$ cat config.mk
export PLATFORM = sky130hd
export DESIGN_NAME = muxed_io_port
export DESIGN_NICKNAME = d
export VERILOG_FILES = /design/src/muxed_io_port.v /design/src/pin_sync.v /design/src/pin_driver.v
export VERILOG_INCLUDE_DIRS = /design/src
export SDC_FILE = /design/constraint.sdc
export NUM_CORES = 1
export LEC_CHECK = 0
export BUFFER_PORTS_ARGS = -buffer_cell sky130_fd_sc_hd__buf_2
export CAP_MARGIN = 25
export CORE_ASPECT_RATIO = 1.75
export CORE_MARGIN = 10
export CORE_UTILIZATION = 30
export CTS_CLUSTER_DIAMETER = 50
export CTS_CLUSTER_SIZE = 12
export DETAILED_ROUTE_END_ITERATION = 10
export GPL_TIMING_DRIVEN = 0
export PLACE_DENSITY = 0.62
export SYNTH_ARGS = -nofsm -noshare
export SYNTH_HDL_FRONTEND = slang
export SYNTH_SLANG_ARGS = --single-unit
$ cat constraint.sdc
create_clock -name clk -period 1.5 [get_ports clk]
set_clock_uncertainty 0.2 [all_clocks]
set_input_delay 0.3 -clock clk [delete_from_list [all_inputs] [get_ports clk]]
set_output_delay 0.3 -clock clk [all_outputs]
set_load 0.02 [all_outputs]
$ cat src/muxed_port_regs.vh
// Purpose: Register map and constants for the three-bit muxed I/O port
// Assumes: Word-aligned byte offsets relative to the port base address
// Notes:   Definitions only
`ifndef MUXED_PORT_REGS_VH
`define MUXED_PORT_REGS_VH

`define PORT_BASE_ADDR      32'h40000280
`define OFS_PIN_DATA        8'h00
`define OFS_OUTPUT_ENABLE   8'h04
`define OFS_FUNC_SEL_ONE    8'h08
`define OFS_FUNC_SEL_TWO    8'h0c
`define OFS_PULLUP_ENABLE   8'h2c
`define OFS_INPUT_ENABLE    8'h38
`define PORT_WIDTH          3
`define RESET_VALUE_3       3'h0
`define FSEL2_ALARM_BIT     1
`define PULLUP_MASK         3'h6
`define OPEN_DRAIN_PIN      0

`endif

$ cat src/muxed_io_port.v
// Purpose: Three-bit general-purpose port with on-chip function muxing
// Assumes: Plain register port, read data one cycle after read strobe
// Notes:   Pull-ups and input buffers are pad controls driven out
//          Pin one: the clock output outranks the alarm select
//          Data reads show synchronised pin levels, not written data
//
// Chosen here: the strobed register port.
`timescale 1ns/1ps
`default_nettype none
`include "muxed_port_regs.vh"
module muxed_io_port
#(
  parameter WIDTH = `PORT_WIDTH
)
(
  input  wire              clk,
  input  wire              rst,
  input  wire [7:0]        addr,
  input  wire [31:0]       wrData,
  input  wire              wrStrobe,
  input  wire              rdStrobe,
  output reg  [31:0]       rdData,
  input  wire [WIDTH-1:0]  pinIn,
  output wire [WIDTH-1:0]  pinOut,
  output wire [WIDTH-1:0]  pinOe,
  output reg  [WIDTH-1:0]  pullupOn,
  output reg  [WIDTH-1:0]  inputOn,
  input  wire              timerNineOutput,
  input  wire              systemClockOutput,
  input  wire              alarmOutput,
  input  wire              controlLineOut,
  output reg               controlLineIn
);
  // Stored control bits
  reg  [WIDTH-1:0] portPinData_r;
  reg  [WIDTH-1:0] portOutputEnable_r;
  reg  [WIDTH-1:0] portFunctionSelectOne_r;
  reg              alarmOutSelect_r;
  reg  [WIDTH-1:0] portPullupEnable_r;
  reg  [WIDTH-1:0] portInputEnable_r;

  // Next values
  reg  [WIDTH-1:0] portPinData_nxt;
  reg  [WIDTH-1:0] portOutputEnable_nxt;
  reg  [WIDTH-1:0] portFunctionSelectOne_nxt;
  reg              alarmOutSelect_nxt;
  reg  [WIDTH-1:0] portPullupEnable_nxt;
  reg  [WIDTH-1:0] portInputEnable_nxt;
  reg  [31:0]      rdData_nxt;
  reg  [WIDTH-1:0] pullupOn_nxt;
  reg  [WIDTH-1:0] inputOn_nxt;
  reg              controlLineIn_nxt;
  reg              pinOneSource;

  // Decode and routing nets
  wire [WIDTH-1:0] pinLevel;
  wire [WIDTH-1:0] funcSel;
  wire [WIDTH-1:0] funcVal;
  wire [WIDTH-1:0] dataView;
  wire             hitPinData;
  wire             hitOutputEnable;
  wire             hitFuncSelOne;
  wire             hitFuncSelTwo;
  wire             hitPullupEnable;
  wire             hitInputEnable;
  wire             hitAny;

  // Address decode, one hit line per register
  assign hitPinData      = (addr == `OFS_PIN_DATA);
  assign hitOutputEnable = (addr == `OFS_OUTPUT_ENABLE);
  assign hitFuncSelOne   = (addr == `OFS_FUNC_SEL_ONE);
  assign hitFuncSelTwo   = (addr == `OFS_FUNC_SEL_TWO);
  assign hitPullupEnable = (addr == `OFS_PULLUP_ENABLE);
  assign hitInputEnable  = (addr == `OFS_INPUT_ENABLE);
  assign hitAny          = hitPinData
                         | hitOutputEnable
                         | hitFuncSelOne
                         | hitFuncSelTwo
                         | hitPullupEnable
                         | hitInputEnable;

  // Next register values; a write touches only the register it hits
  always @*
  begin
    portPinData_nxt           = portPinData_r;
    portOutputEnable_nxt      = portOutputEnable_r;
    portFunctionSelectOne_nxt = portFunctionSelectOne_r;
    alarmOutSelect_nxt        = alarmOutSelect_r;
    portPullupEnable_nxt      = portPullupEnable_r;
    portInputEnable_nxt       = portInputEnable_r;
    if (wrStrobe)
    begin
      if (hitPinData)
      begin
        portPinData_nxt = wrData[WIDTH-1:0];
      end
      if (hitOutputEnable)
      begin
        portOutputEnable_nxt = wrData[WIDTH-1:0];
      end
      if (hitFuncSelOne)
      begin
        portFunctionSelectOne_nxt = wrData[WIDTH-1:0];
      end
      // Only the alarm bit exists; the rest stay zero
      if (hitFuncSelTwo)
      begin
        alarmOutSelect_nxt = wrData[`FSEL2_ALARM_BIT];
      end
      // Pin zero has no pull-up, so its bit is masked off
      if (hitPullupEnable)
      begin
        portPullupEnable_nxt = wrData[WIDTH-1:0] & `PULLUP_MASK;
      end
      if (hitInputEnable)
      begin
        portInputEnable_nxt = wrData[WIDTH-1:0];
      end
    end
  end

  // Register update; all controls clear on reset
  always @(posedge clk)
  begin
    if (rst)
    begin
      portPinData_r           <= `RESET_VALUE_3;
      portOutputEnable_r      <= `RESET_VALUE_3;
      portFunctionSelectOne_r <= `RESET_VALUE_3;
      alarmOutSelect_r        <= 1'b0;
      portPullupEnable_r      <= `RESET_VALUE_3;
      portInputEnable_r       <= `RESET_VALUE_3;
    end
    else
    begin
      portPinData_r           <= portPinData_nxt;
      portOutputEnable_r      <= portOutputEnable_nxt;
      portFunctionSelectOne_r <= portFunctionSelectOne_nxt;
      alarmOutSelect_r        <= alarmOutSelect_nxt;
      portPullupEnable_r      <= portPullupEnable_nxt;
      portInputEnable_r       <= portInputEnable_nxt;
    end
  end

  // Pin inputs cross into the clock domain through four flops
  genvar g;
  generate
    for (g = 0; g < WIDTH; g = g + 1)
    begin : syncs
      pin_sync u_sync
      (
        .clk   (clk),
        .rst   (rst),
        .pinIn (pinIn[g]),
        .level (pinLevel[g])
      );
    end
  endgenerate

  // Clock output outranks the alarm when both selects are set
  always @*
  begin
    if (portFunctionSelectOne_r[1])
    begin
      pinOneSource = systemClockOutput;
    end
    else
    begin
      pinOneSource = alarmOutput;
    end
  end

  // Function selects; alarm shares pin one with the clock output
  assign funcSel[0] = portFunctionSelectOne_r[0];
  assign funcSel[1] = portFunctionSelectOne_r[1] | alarmOutSelect_r;
  assign funcSel[2] = portFunctionSelectOne_r[2];

  // Values each pin carries when its select is set
  assign funcVal[0] = controlLineOut;
  assign funcVal[1] = pinOneSource;
  assign funcVal[2] = timerNineOutput;

  // One driver per pin, pin zero open drain
  generate
    for (g = 0; g < WIDTH; g = g + 1)
    begin : drivers
      pin_driver
      #(
        .OPEN_DRAIN ((g == `OPEN_DRAIN_PIN) ? 1 : 0)
      )
      u_drv
      (
        .clk        (clk),
        .rst        (rst),
        .portData   (portPinData_r[g]),
        .outEnable  (portOutputEnable_r[g]),
        .funcSelect (funcSel[g]),
        .funcValue  (funcVal[g]),
        .padOut     (pinOut[g]),
        .padOe      (pinOe[g])
      );
    end
  endgenerate

  // Disabled input buffers read as zero so floating pins stay quiet
  generate
    for (g = 0; g < WIDTH; g = g + 1)
    begin : views
      assign dataView[g] = pinLevel[g] & portInputEnable_r[g];
    end
  endgenerate

  // Read mux; unmapped offsets and upper bits read as zero
  always @*
  begin
    rdData_nxt = 32'h00000000;
    case (addr)
      `OFS_PIN_DATA:
      begin
        rdData_nxt[WIDTH-1:0] = dataView;
      end
      `OFS_OUTPUT_ENABLE:
      begin
        rdData_nxt[WIDTH-1:0] = portOutputEnable_r;
      end
      `OFS_FUNC_SEL_ONE:
      begin
        rdData_nxt[WIDTH-1:0] = portFunctionSelectOne_r;
      end
      `OFS_FUNC_SEL_TWO:
      begin
        rdData_nxt[`FSEL2_ALARM_BIT] = alarmOutSelect_r;
      end
      `OFS_PULLUP_ENABLE:
      begin
        rdData_nxt[WIDTH-1:0] = portPullupEnable_r;
      end
      `OFS_INPUT_ENABLE:
      begin
        rdData_nxt[WIDTH-1:0] = portInputEnable_r;
      end
      default:
      begin
        rdData_nxt = 32'h00000000;
      end
    endcase
  end

  // Read data stands only in the cycle after the strobe
  always @(posedge clk)
  begin
    if (rst)
    begin
      rdData <= 32'h00000000;
    end
    else if (rdStrobe && hitAny)
    begin
      rdData <= rdData_nxt;
    end
    else
    begin
      rdData <= 32'h00000000;
    end
  end

  // Next pad controls; pin zero never gets a pull-up
  always @*
  begin
    pullupOn_nxt      = portPullupEnable_r & `PULLUP_MASK;
    inputOn_nxt       = portInputEnable_r;
    controlLineIn_nxt = pinLevel[0] & portInputEnable_r[0];
  end

  // Pad controls; pull-ups forced off in reset
  always @(posedge clk)
  begin
    if (rst)
    begin
      pullupOn      <= `RESET_VALUE_3;
      inputOn       <= `RESET_VALUE_3;
      controlLineIn <= 1'b0;
    end
    else
    begin
      pullupOn      <= pullupOn_nxt;
      inputOn       <= inputOn_nxt;
      controlLineIn <= controlLineIn_nxt;
    end
  end
endmodule
`default_nettype wire

$ cat src/pin_sync.v
// Purpose: Three-flop synchroniser plus filtered output flop for one pin input
// Assumes: Asynchronous pin level, single clock
// Notes:   Output changes once stages two and three agree
`timescale 1ns/1ps
`default_nettype none
module pin_sync
(
  input  wire clk,
  input  wire rst,
  input  wire pinIn,
  output reg  level
);
  reg stageOne_r;
  reg stageTwo_r;
  reg stageThree_r;

  // Stage one feeds only stage two to limit metastability
  always @(posedge clk)
  begin
    if (rst)
    begin
      stageOne_r   <= 1'b0;
      stageTwo_r   <= 1'b0;
      stageThree_r <= 1'b0;
      level        <= 1'b0;
    end
    else
    begin
      stageOne_r   <= pinIn;
      stageTwo_r   <= stageOne_r;
      stageThree_r <= stageTwo_r;
      if (stageTwo_r == stageThree_r)
        level <= stageThree_r;
    end
  end
endmodule
`default_nettype wire

$ cat src/pin_driver.v
// Purpose: Output mux and pad control for one port pin
// Assumes: Function source and control bits from the same clock
// Notes:   Open-drain option never drives a high level
`timescale 1ns/1ps
`default_nettype none
module pin_driver
#(
  parameter OPEN_DRAIN = 0
)
(
  input  wire clk,
  input  wire rst,
  input  wire portData,
  input  wire outEnable,
  input  wire funcSelect,
  input  wire funcValue,
  output reg  padOut,
  output reg  padOe
);
  wire driveValue;

  // Function source takes over the pin when selected
  assign driveValue = funcSelect ? funcValue : portData;

  // Registered pad controls; open drain only pulls low
  always @(posedge clk)
  begin
    if (rst)
    begin
      padOut <= 1'b0;
      padOe  <= 1'b0;
    end
    else if (OPEN_DRAIN != 0)
    begin
      padOut <= 1'b0;
      padOe  <= outEnable & ~driveValue;
    end
    else
    begin
      padOut <= driveValue;
      padOe  <= outEnable;
    end
  end
endmodule
`default_nettype wire

==> flow_metrics.tcl, run 1 <==
set metrics [dict create \
    path_delay_family "simple AND/OR/NAND/NOR gates" \
    syn_area_um2 1930 \
    fin_cells 356 \
    synth_mux_area_share_pct 8.44 \
    cts_buffers 5 \
    swShare_pct 26.2 \
    synthArstFlopShare_pct 0 \
    fmax_mhz 708 \
    worstSetupPathType "in -> reg" \
    comb_power_share_pct 12.9 \
    synth-main-ff-cell "dfxtp_1" \
    place_area_um2 2300 \
    layout-drive-gt1-share_pct 31.2 \
    rsz0062_at_grt "false" \
    dieArea_um2 10200 \
    synthAdderAreaFrac_pct 0 \
    placed_cells 345 \
    portBuffers 32 \
    cp_data_required_time_ns 1.46 \
    regArea_um2 821 \
    synth_area_leader_cell "dfxtp_1" \
    synth_top_family_by_area "simple AND/OR/NAND/NOR gates" \
    wl_per_cell_um 12.9 \
    synth.top_cells.by_area "dfxtp_1 43%, buf_4 14%, mux2i_1 7.3%, nor2b_1 6.2%, nand2b_1 4.9%" \
    synth_compound_area_share_pct 7.47 \
    critPathArrivalTime_ns 1.37 \
    gp_congestion 0.896 \
    internal_power_mw 1.53 \
    multi_input_area_um2 895 \
    routed_via_density 4.22 \
    ys_types 33 \
    yosysMostFrequentCell "dfxtp_1" \
    drt_iter0_markers 85 \
    seqPwrFrac_pct 53.2 \
    dr.pass1.iters 4 \
    cts_root_buf "clkbuf_8" \
    initial_core_util_pct 30.9 \
    insertion_delay_ns 0.29 \
    status "complete, no violations" \
    report.final.slew_viol_count 0 \
    synth_xor_area_share_pct 0.455 \
    critPathCaptureType "flop" \
    ant_nets 0 \
    antenna_cells 0 \
    dp_hpwl_um 3740 \
    hold_viol 0 \
    cp_num_buf_inv 1 \
    fp-row-count 38 \
    slowest_stage "or4_1" \
    dieWidth_um 80.6 \
    clk_pin_slew_ns 0.08 \
    cts.sinks 41 \
    postSynthAreaPerCell_um2 9.49 \
    synth_cells 203 \
    fin_ws_ns 0.0870 \
    hold_ws_ns 0.0126 \
    ir_worst_vdd_v 0.000529 \
    area_delta_synth_final_pct 25.5 \
    yosysWarnings 0 \
    utilization_pct 38.8 \
    final.min_clock_period_ns 1.41 \
    synthSimpleGateAreaFrac_pct 23.9 \
    cap_violations 0 \
    startpoint_type "input pin" \
    p_clk_share_pct 33.9 \
    synth_edf_count 0 \
    fin_crit_sh_pct 94.2 \
    crit_chain "buf_2 > or4_1 > o31ai_1 > a21oi_1" \
    stdcell_area_um2 2420 \
    cp_max_fo 3 \
    antenna_found_initial 0 \
    fill_cells 673 \
    finalSetupViolations 0 \
    hp-class "in -> reg" \
    p_sw_mw 0.543 \
    htreeDepth 2 \
    core_area_um2 6230 \
    p_leak_nw 1.20 \
    route.detailed.drc 0 \
    overflow 0 \
    die_h_um 126 \
    synth_commonest_cells "41 x dfxtp_1, 36 x buf_4, 19 x nor2b_1" \
    grt_pass1_vias 1571 \
    io_pins 96 \
    routed_wl_um 4610 \
    synth_top_area_share_pct 42.6 \
    synth.yosys.seq_area_share_pct 42.6 \
    ys_ff_latch 41 \
    cpPeakStageDelay_ns 0.58 \
    routed-via-count 1503 \
    track_usage_pct 9.28 \
    grt_pass1_wl_um 7500 \
    cts_tree "yes" \
    grt_max_degree 14 \
    clockBufferDepth 2 \
    post-place-ws_ns -0.409 \
    power_density_nw_per_um2 856 \
    r2r_slack_ns 0.22 \
    final_nets 326 \
]
-- final cells by class --
cell class	count	area share, %
plain buffers	44	12.6
repair buffers	36	7.97
inverters	5	0.776
multi-input cells	142	37.0
flip-flops and latches	41	34.0
clock inverters	3	0.725
clock buffers	5	2.85
well taps	80	4.14
-- worst register-to-register path, stage by stage (launching register included) --
cell,delay (ns)
dfxtp_1,0.37
nor4b_1,0.22
o21ai_0,0.15
a211oi_1,0.26
-- power groups by stage --
stage / clock [mW] / combinational [mW] / sequential, mW
2_1_floorplan: 0 / 0.200 / 1.13
3_3_place_gp: 0 / 0.254 / 1.13
3_5_place_dp: 0 / 0.257 / 1.13
4_1_cts: 0.725 / 0.264 / 1.10
5_1_grt: 0.775 / 0.293 / 1.10
6_report: 0.701 / 0.267 / 1.10
-- worst paths after layout --
check | startpoint | end | depth (start not counted)
setup / recovery | addr[1] | inputOn_nxt[1] | 4
hold / removal | pinIn[0] | syncs[0].u_sync.stageOne_r | 2
setup reg to reg | syncs[0].u_sync.level | rdData[0] | 3
hold reg to reg | syncs[0].u_sync.stageOne_r | syncs[0].u_sync.stageTwo_r | 1
-- through the flow --
stage / power [mW] / TNS [ns]
6_report: 2.07 / 0
2_1_floorplan: 1.33 / 0
5_1_grt: 2.17 / 0
3_5_place_dp: 1.38 / -5.20
4_1_cts: 2.09 / 0
3_3_place_gp: 1.38 / -5.07
-- cell families (layout without fill, tap and decap cells) --
family,count (synthesis),in the layout
and+or+nand+nor,70,70
buffers and inverters,50,93
DFF,41,41
AOI/OAI and AO/OA,24,24
muxes,16,16
other,1,31
xor gates and xnor gates,1,1
-- metal layers --
layer	GRT usage, %	part of all wire (%)	vias up
met3	2.78	6.6	8
met1	8.88	37	677
met2	16.9	54	46
li1	-	-	772
met5	0	0	-
met4	4.79	2.8	0
-- what timing repair did --
| action | CTS | global route |
|---|---|---|
| hold buffers | 1 | 0 |
| gates resized for setup | 1 | 0 |
| setup buffers | 3 | 0 |
| endpoints found under the setup margin | 9 | 5 |
| endpoints found under the hold margin | 1 | 0 |
| pin swaps | 2 | 0 |
| cloned | 0 | 0 |
-- placed cells by master (no fill, tap or decap), types with 3 or more instances in the layout --
cell and instances:
nand4_1 7, and3b_1 5, dfxtp_1 41, nand2_1 5
nor2_1 3, conb_1 31, buf_4 39, nand2b_1 15
o31ai_1 3, nor4b_1 3, mux2i_1 14, a21oi_1 6
clkbuf_1 4, nor2b_1 19, o21ai_0 10, inv_1 5
buf_2 35, clkbuf_8 5
Power figures use the tool's default switching activity.
==> run 2, diff against run 1 <==
REMOVE_ABC_BUFFERS = 1   (was default)
==> run 2 against run 1 <==
Worst setup slack worse by 0.0076 ns. Sequential power about the same. First-iteration DRC count grew 32%. Die area unchanged. Sequential cell count did not move. Largest cell class unchanged.
==> flow_metrics.tcl, run 2 (same netlist as run 1, synthesis figures left out) <==
set metrics [dict create \
    wl_per_cell_um 13.2 \
    cp_data_required_time_ns 1.46 \
    finalPower_mw 2.04 \
    post-place-ws_ns -0.404 \
    initial_core_util_pct 30.9 \
    power_density_nw_per_um2 955 \
    mostFrequentLayoutCells "41 x dfxtp_1, 35 x buf_2, 31 x conb_1" \
    report.final.slew_viol_count 0 \
    final_nets 285 \
    worstSetupPathType "in -> reg" \
    fp-row-count 38 \
    slew_headroom_pct 63.0 \
    hp-class "in -> reg" \
    startpoint_type "input pin" \
    routed_wl_um 4150 \
    grt_pass1_wl_um 6410 \
    die_h_um 126 \
    r2r_cells 3 \
    antenna_cells 0 \
    fmax_mhz 704 \
    critPathArrivalTime_ns 1.38 \
    dr.pass1.iters 3 \
    ant_nets 0 \
    internal_power_mw 1.52 \
    track_usage_pct 7.98 \
    overflow 0 \
    io_pins 96 \
    r2r-end "rdData[1]" \
    hold_viol 0 \
    p_clk_share_pct 36.6 \
    core_area_um2 6230 \
    tightest_slew_ns 0.555 \
    swShare_pct 25.6 \
    critPathCaptureType "flop" \
    routed-via-count 1375 \
    drt_iter0_markers 112 \
    p_sw_mw 0.523 \
    place_area_um2 2010 \
    portBuffers 35 \
    grt_max_degree 37 \
    gp_congestion 0.795 \
    cts_buffers 5 \
    antenna_found_initial 0 \
    regArea_um2 821 \
    reg2reg_from "syncs[1].u_sync.level" \
    multi_input_area_um2 895 \
    r2r_slack_ns 0.18 \
    clockBufferDepth 2 \
    dieWidth_um 80.6 \
    p_leak_nw 1.00 \
    cts.sinks 41 \
    area_delta_synth_final_pct 11.0 \
    cts_root_buf "clkbuf_8" \
    final.min_clock_period_ns 1.42 \
    clk_pin_slew_ns 0.08 \
    grt_pass1_vias 1370 \
    ir_worst_vdd_v 0.000427 \
    wl_met1_um 1700 \
    wl_met2_um 2060 \
    dieArea_um2 10200 \
    endpoint "inputOn_nxt[0]" \
    layout_commonest_cell "dfxtp_1" \
    finalSetupViolations 0 \
    routed_via_density 4.37 \
    dr_wl_met3_um 259 \
    dp_hpwl_um 3200 \
    fin_crit_sh_pct 94.7 \
    stdcell_area_um2 2140 \
    status "complete, no violations" \
    insertion_delay_ns 0.29 \
    comb_power_share_pct 9.5 \
    route.detailed.drc 0 \
    rsz0062_at_grt "false" \
    cap_violations 0 \
    top_layer "met4" \
    fin_setup_tns_ns 0 \
    seqPwrFrac_pct 53.9 \
    startpoint "addr[1]" \
    htreeDepth 2 \
    layout-drive-gt1-share_pct 21.3 \
    cp_max_fo 3 \
    fill_cells 677 \
    fin_ws_ns 0.0794 \
    cts_tree "yes" \
]
[run 2: cell count changes in the layout (fill, tap and decap cells not counted), sizes merged]
cell | before | now
buf | 75 | 38
clkinvlp | 1 | 0
clkbuf | 9 | 6
[run 2: worst max-delay path, cell delays in order]
cell and delay (ns):
buf_2 0.12, or4_1 0.59, o31ai_1 0.27, a21oi_1 0.09
[run 2: what timing repair did]
action,in CTS,in global routing
hold buffers,1,0
gates resized for setup,1,0
setup buffers,3,0
endpoints found under the setup margin,9,0
hold endpoints to repair,1,0
[run 2: how the worst min path moves through the flow]
stage,from,end,depth (start not counted)
after floorplan,rst,inputOn_nxt[0],1
after global placement,syncs[2].u_sync.stageOne_r,syncs[2].u_sync.stageTwo_r,1
after CTS,pinIn[2],syncs[2].u_sync.stageOne_r,2
after global routing,pinIn[1],syncs[1].u_sync.stageOne_r,2
after detailed placement,syncs[2].u_sync.stageOne_r,syncs[2].u_sync.stageTwo_r,1
final,pinIn[1],syncs[1].u_sync.stageOne_r,2
[run 2: stage by stage]
stage / hold WS, ns / util [%] / cells
after CTS: 0.00936 / 34.3 / 315
after floorplan: 0.169 / - / 188
final: 0.0135 / 34.3 / 315
after global routing: 0.0262 / 34.3 / 315
after global placement: 0.221 / 32.2 / 303
after detailed placement: 0.225 / 32.2 / 303
[run 2: area by class of cell]
type                    count  area share (%)
flip-flops and latches     41            38.4
multi-input cells         142            41.8
inverters                   5           0.878
repair buffers             39            9.71
clock inverters             2           0.644
well taps                  80            4.68
clock buffers               6            3.86
[run 2: layer usage]
layer	up-vias	global-route usage [%]
li1	691	-
met1	626	8.52
met2	50	13.3
met3	8	2.07
met4	0	5.10
met5	-	0
[run 2: power by group through the flow]
stage | Combinational [mW] | Sequential (mW) | Clock, mW
5_1_grt | 0.211 | 1.10 | 0.819
4_1_cts | 0.189 | 1.10 | 0.770
2_1_floorplan | 0.111 | 1.13 | 0
6_report | 0.193 | 1.10 | 0.749
3_3_place_gp | 0.183 | 1.13 | 0
3_5_place_dp | 0.185 | 1.13 | 0
==> run 3, diff against run 2 <==
CORE_MARGIN = 1   (was 10)
CORE_UTILIZATION = 41   (was 30)
PLACE_DENSITY = 0.8   (was 0.62)
==> run 3 against run 2 <==
Die area is 51% lower. Cell area is 0.94% lower. Register-to-register slack better by 0.07 ns. Global-route usage is 7.5 points higher. Non-clock buffer count is 1 lower. Highest routed layer unchanged. Sequential power hardly changed. Combinational power hardly changed. First-iteration DRC count is 88% lower. Critical endpoint is now inputOn_nxt[2]. Wire length is 18% lower. Sequential share of layout area is 0.36 points higher. Maximum frequency is 0.75% lower.
==> flow_metrics.tcl, run 3 (same netlist as run 1, synthesis figures left out) <==
set metrics [dict create \
    critPathCaptureType "flop" \
    post-place-ws_ns -0.376 \
    fmax_mhz 699 \
    core_area_um2 4440 \
    fin_crit_sh_pct 95.4 \
    portBuffers 35 \
    startpoint_type "input pin" \
    dieArea_um2 4990 \
    report.final.slew_viol_count 0 \
    p_leak_nw 1.01 \
    mostFrequentLayoutCells "41 x dfxtp_1, 35 x buf_2, 31 x conb_1" \
    grt_pass1_vias 1264 \
    initial_core_util_pct 43.4 \
    placed_cells 274 \
    cts_buffers 5 \
    p_sw_mw 0.515 \
    cpPeakStageDelay_ns 0.59 \
    dp_hpwl_um 2450 \
    cap_violations 0 \
    fin_cells 285 \
    final_nets 284 \
    tightest_slew_ns 0.557 \
    layout_commonest_cell "dfxtp_1" \
    insertion_delay_ns 0.29 \
    internal_power_mw 1.69 \
    ant_nets 0 \
    wl_per_cell_um 11.9 \
    grt_pass1_wl_um 5600 \
    dieWidth_um 53.8 \
    cts.sinks 41 \
    critPathArrivalTime_ns 1.39 \
    route.detailed.drc 0 \
    power_density_nw_per_um2 1040 \
    antenna_cells 0 \
    htreeDepth 2 \
    io_pins 96 \
    routed_via_density 4.89 \
    track_usage_pct 15.5 \
    path_delay_family "simple AND/OR/NAND/NOR gates" \
    rsz0062_at_grt "false" \
    antenna_found_initial 0 \
    ir_worst_vdd_v 0.000591 \
    cp_max_fo 3 \
    p_clk_share_pct 41.4 \
    die_h_um 92.7 \
    finalSetupViolations 0 \
    swShare_pct 23.4 \
    grt_max_degree 37 \
    utilization_pct 47.7 \
    status "complete, no violations" \
    hold_ws_ns 0.0132 \
    drt_iter0_markers 14 \
    seqPwrFrac_pct 50.0 \
    cp_data_required_time_ns 1.46 \
    fin_ws_ns 0.0686 \
    overflow 0 \
    final.min_clock_period_ns 1.43 \
    layout-drive-gt1-share_pct 20.9 \
    cp_num_buf_inv 1 \
    fp-row-count 32 \
    cts_tree "yes" \
    worstSetupPathType "in -> reg" \
    routed_wl_um 3380 \
    stdcell_area_um2 2120 \
    crit_chain "buf_2 > or4_1 > o31ai_1 > a21oi_1" \
    comb_power_share_pct 8.6 \
    hold_viol 0 \
    gp_congestion 0.860 \
    area_delta_synth_final_pct 9.93 \
    slowest_stage "or4_1" \
    cts_root_buf "clkbuf_8" \
    dr.pass1.iters 4 \
    hp-class "in -> reg" \
    routed-via-count 1393 \
    place_area_um2 1970 \
    slew_headroom_pct 62.8 \
    clockBufferDepth 2 \
    clk_pin_slew_ns 0.08 \
]
run 3: cell types whose count changed in the layout (fill, tap and decap cells not counted):
cell        previous run  this run
buf_4                  3         2
bufinv_16              0         1
clkinv_2               1         0
clkinv_4               1         0
clkinvlp_4             0         1
run 3: final timing paths:
path | start | endpoint | slack, ns | cells past startpoint
worst max register to register | syncs[1].u_sync.level | rdData[1] | 0.25 | 3
worst min-delay path | pinIn[2] | syncs[2].u_sync.stageOne_r | 0.01 | 2
worst min register to register | syncs[2].u_sync.stageOne_r | syncs[2].u_sync.stageTwo_r | 0.24 | 1
worst max-delay path | addr[1] | inputOn_nxt[2] | 0.07 | 4
run 3: layer usage:
metal | up-vias | routed length, um | global-route usage, %
li1 | 683 | - | -
met1 | 649 | 1260 | 15.7
met2 | 55 | 1830 | 26.7
met3 | 6 | 205 | 4.27
met4 | 0 | 89 | 8.55
met5 | - | 0 | 0
run 3: metrics by stage:
stage	setup TNS [ns]	power [mW]
floorplan	0	1.24
global placement	-4.31	1.31
detailed placement	-5.02	1.31
CTS	0	2.22
global route	0	2.29
finish	0	2.20
run 3: cell type report:
class | count | area, um2
Fill cell | 439 | 2330
Multi-Input combinational cell | 142 | 895
Sequential cell | 41 | 821
Timing Repair Buffer | 38 | 200
Clock buffer | 6 | 82.6
Tap cell | 51 | 63.8
Clock inverter | 2 | 37.5
Inverter | 5 | 18.8
run 3: power by group through the flow:
stage / clock network [mW] / logic, mW / registers, mW
global route: 0.983 / 0.208 / 1.10
finish: 0.912 / 0.191 / 1.10
global placement: 0 / 0.180 / 1.13
floorplan: 0 / 0.111 / 1.13
detailed placement: 0 / 0.183 / 1.13
CTS: 0.934 / 0.188 / 1.10
run 3: timing repair:
action	4_1_cts	5_1_grt
endpoints found under the hold margin	1	0
buffers inserted	2	0
setup endpoints to repair	9	7
hold buffers	1	0
pin swaps	2	0
resized for setup	0	1
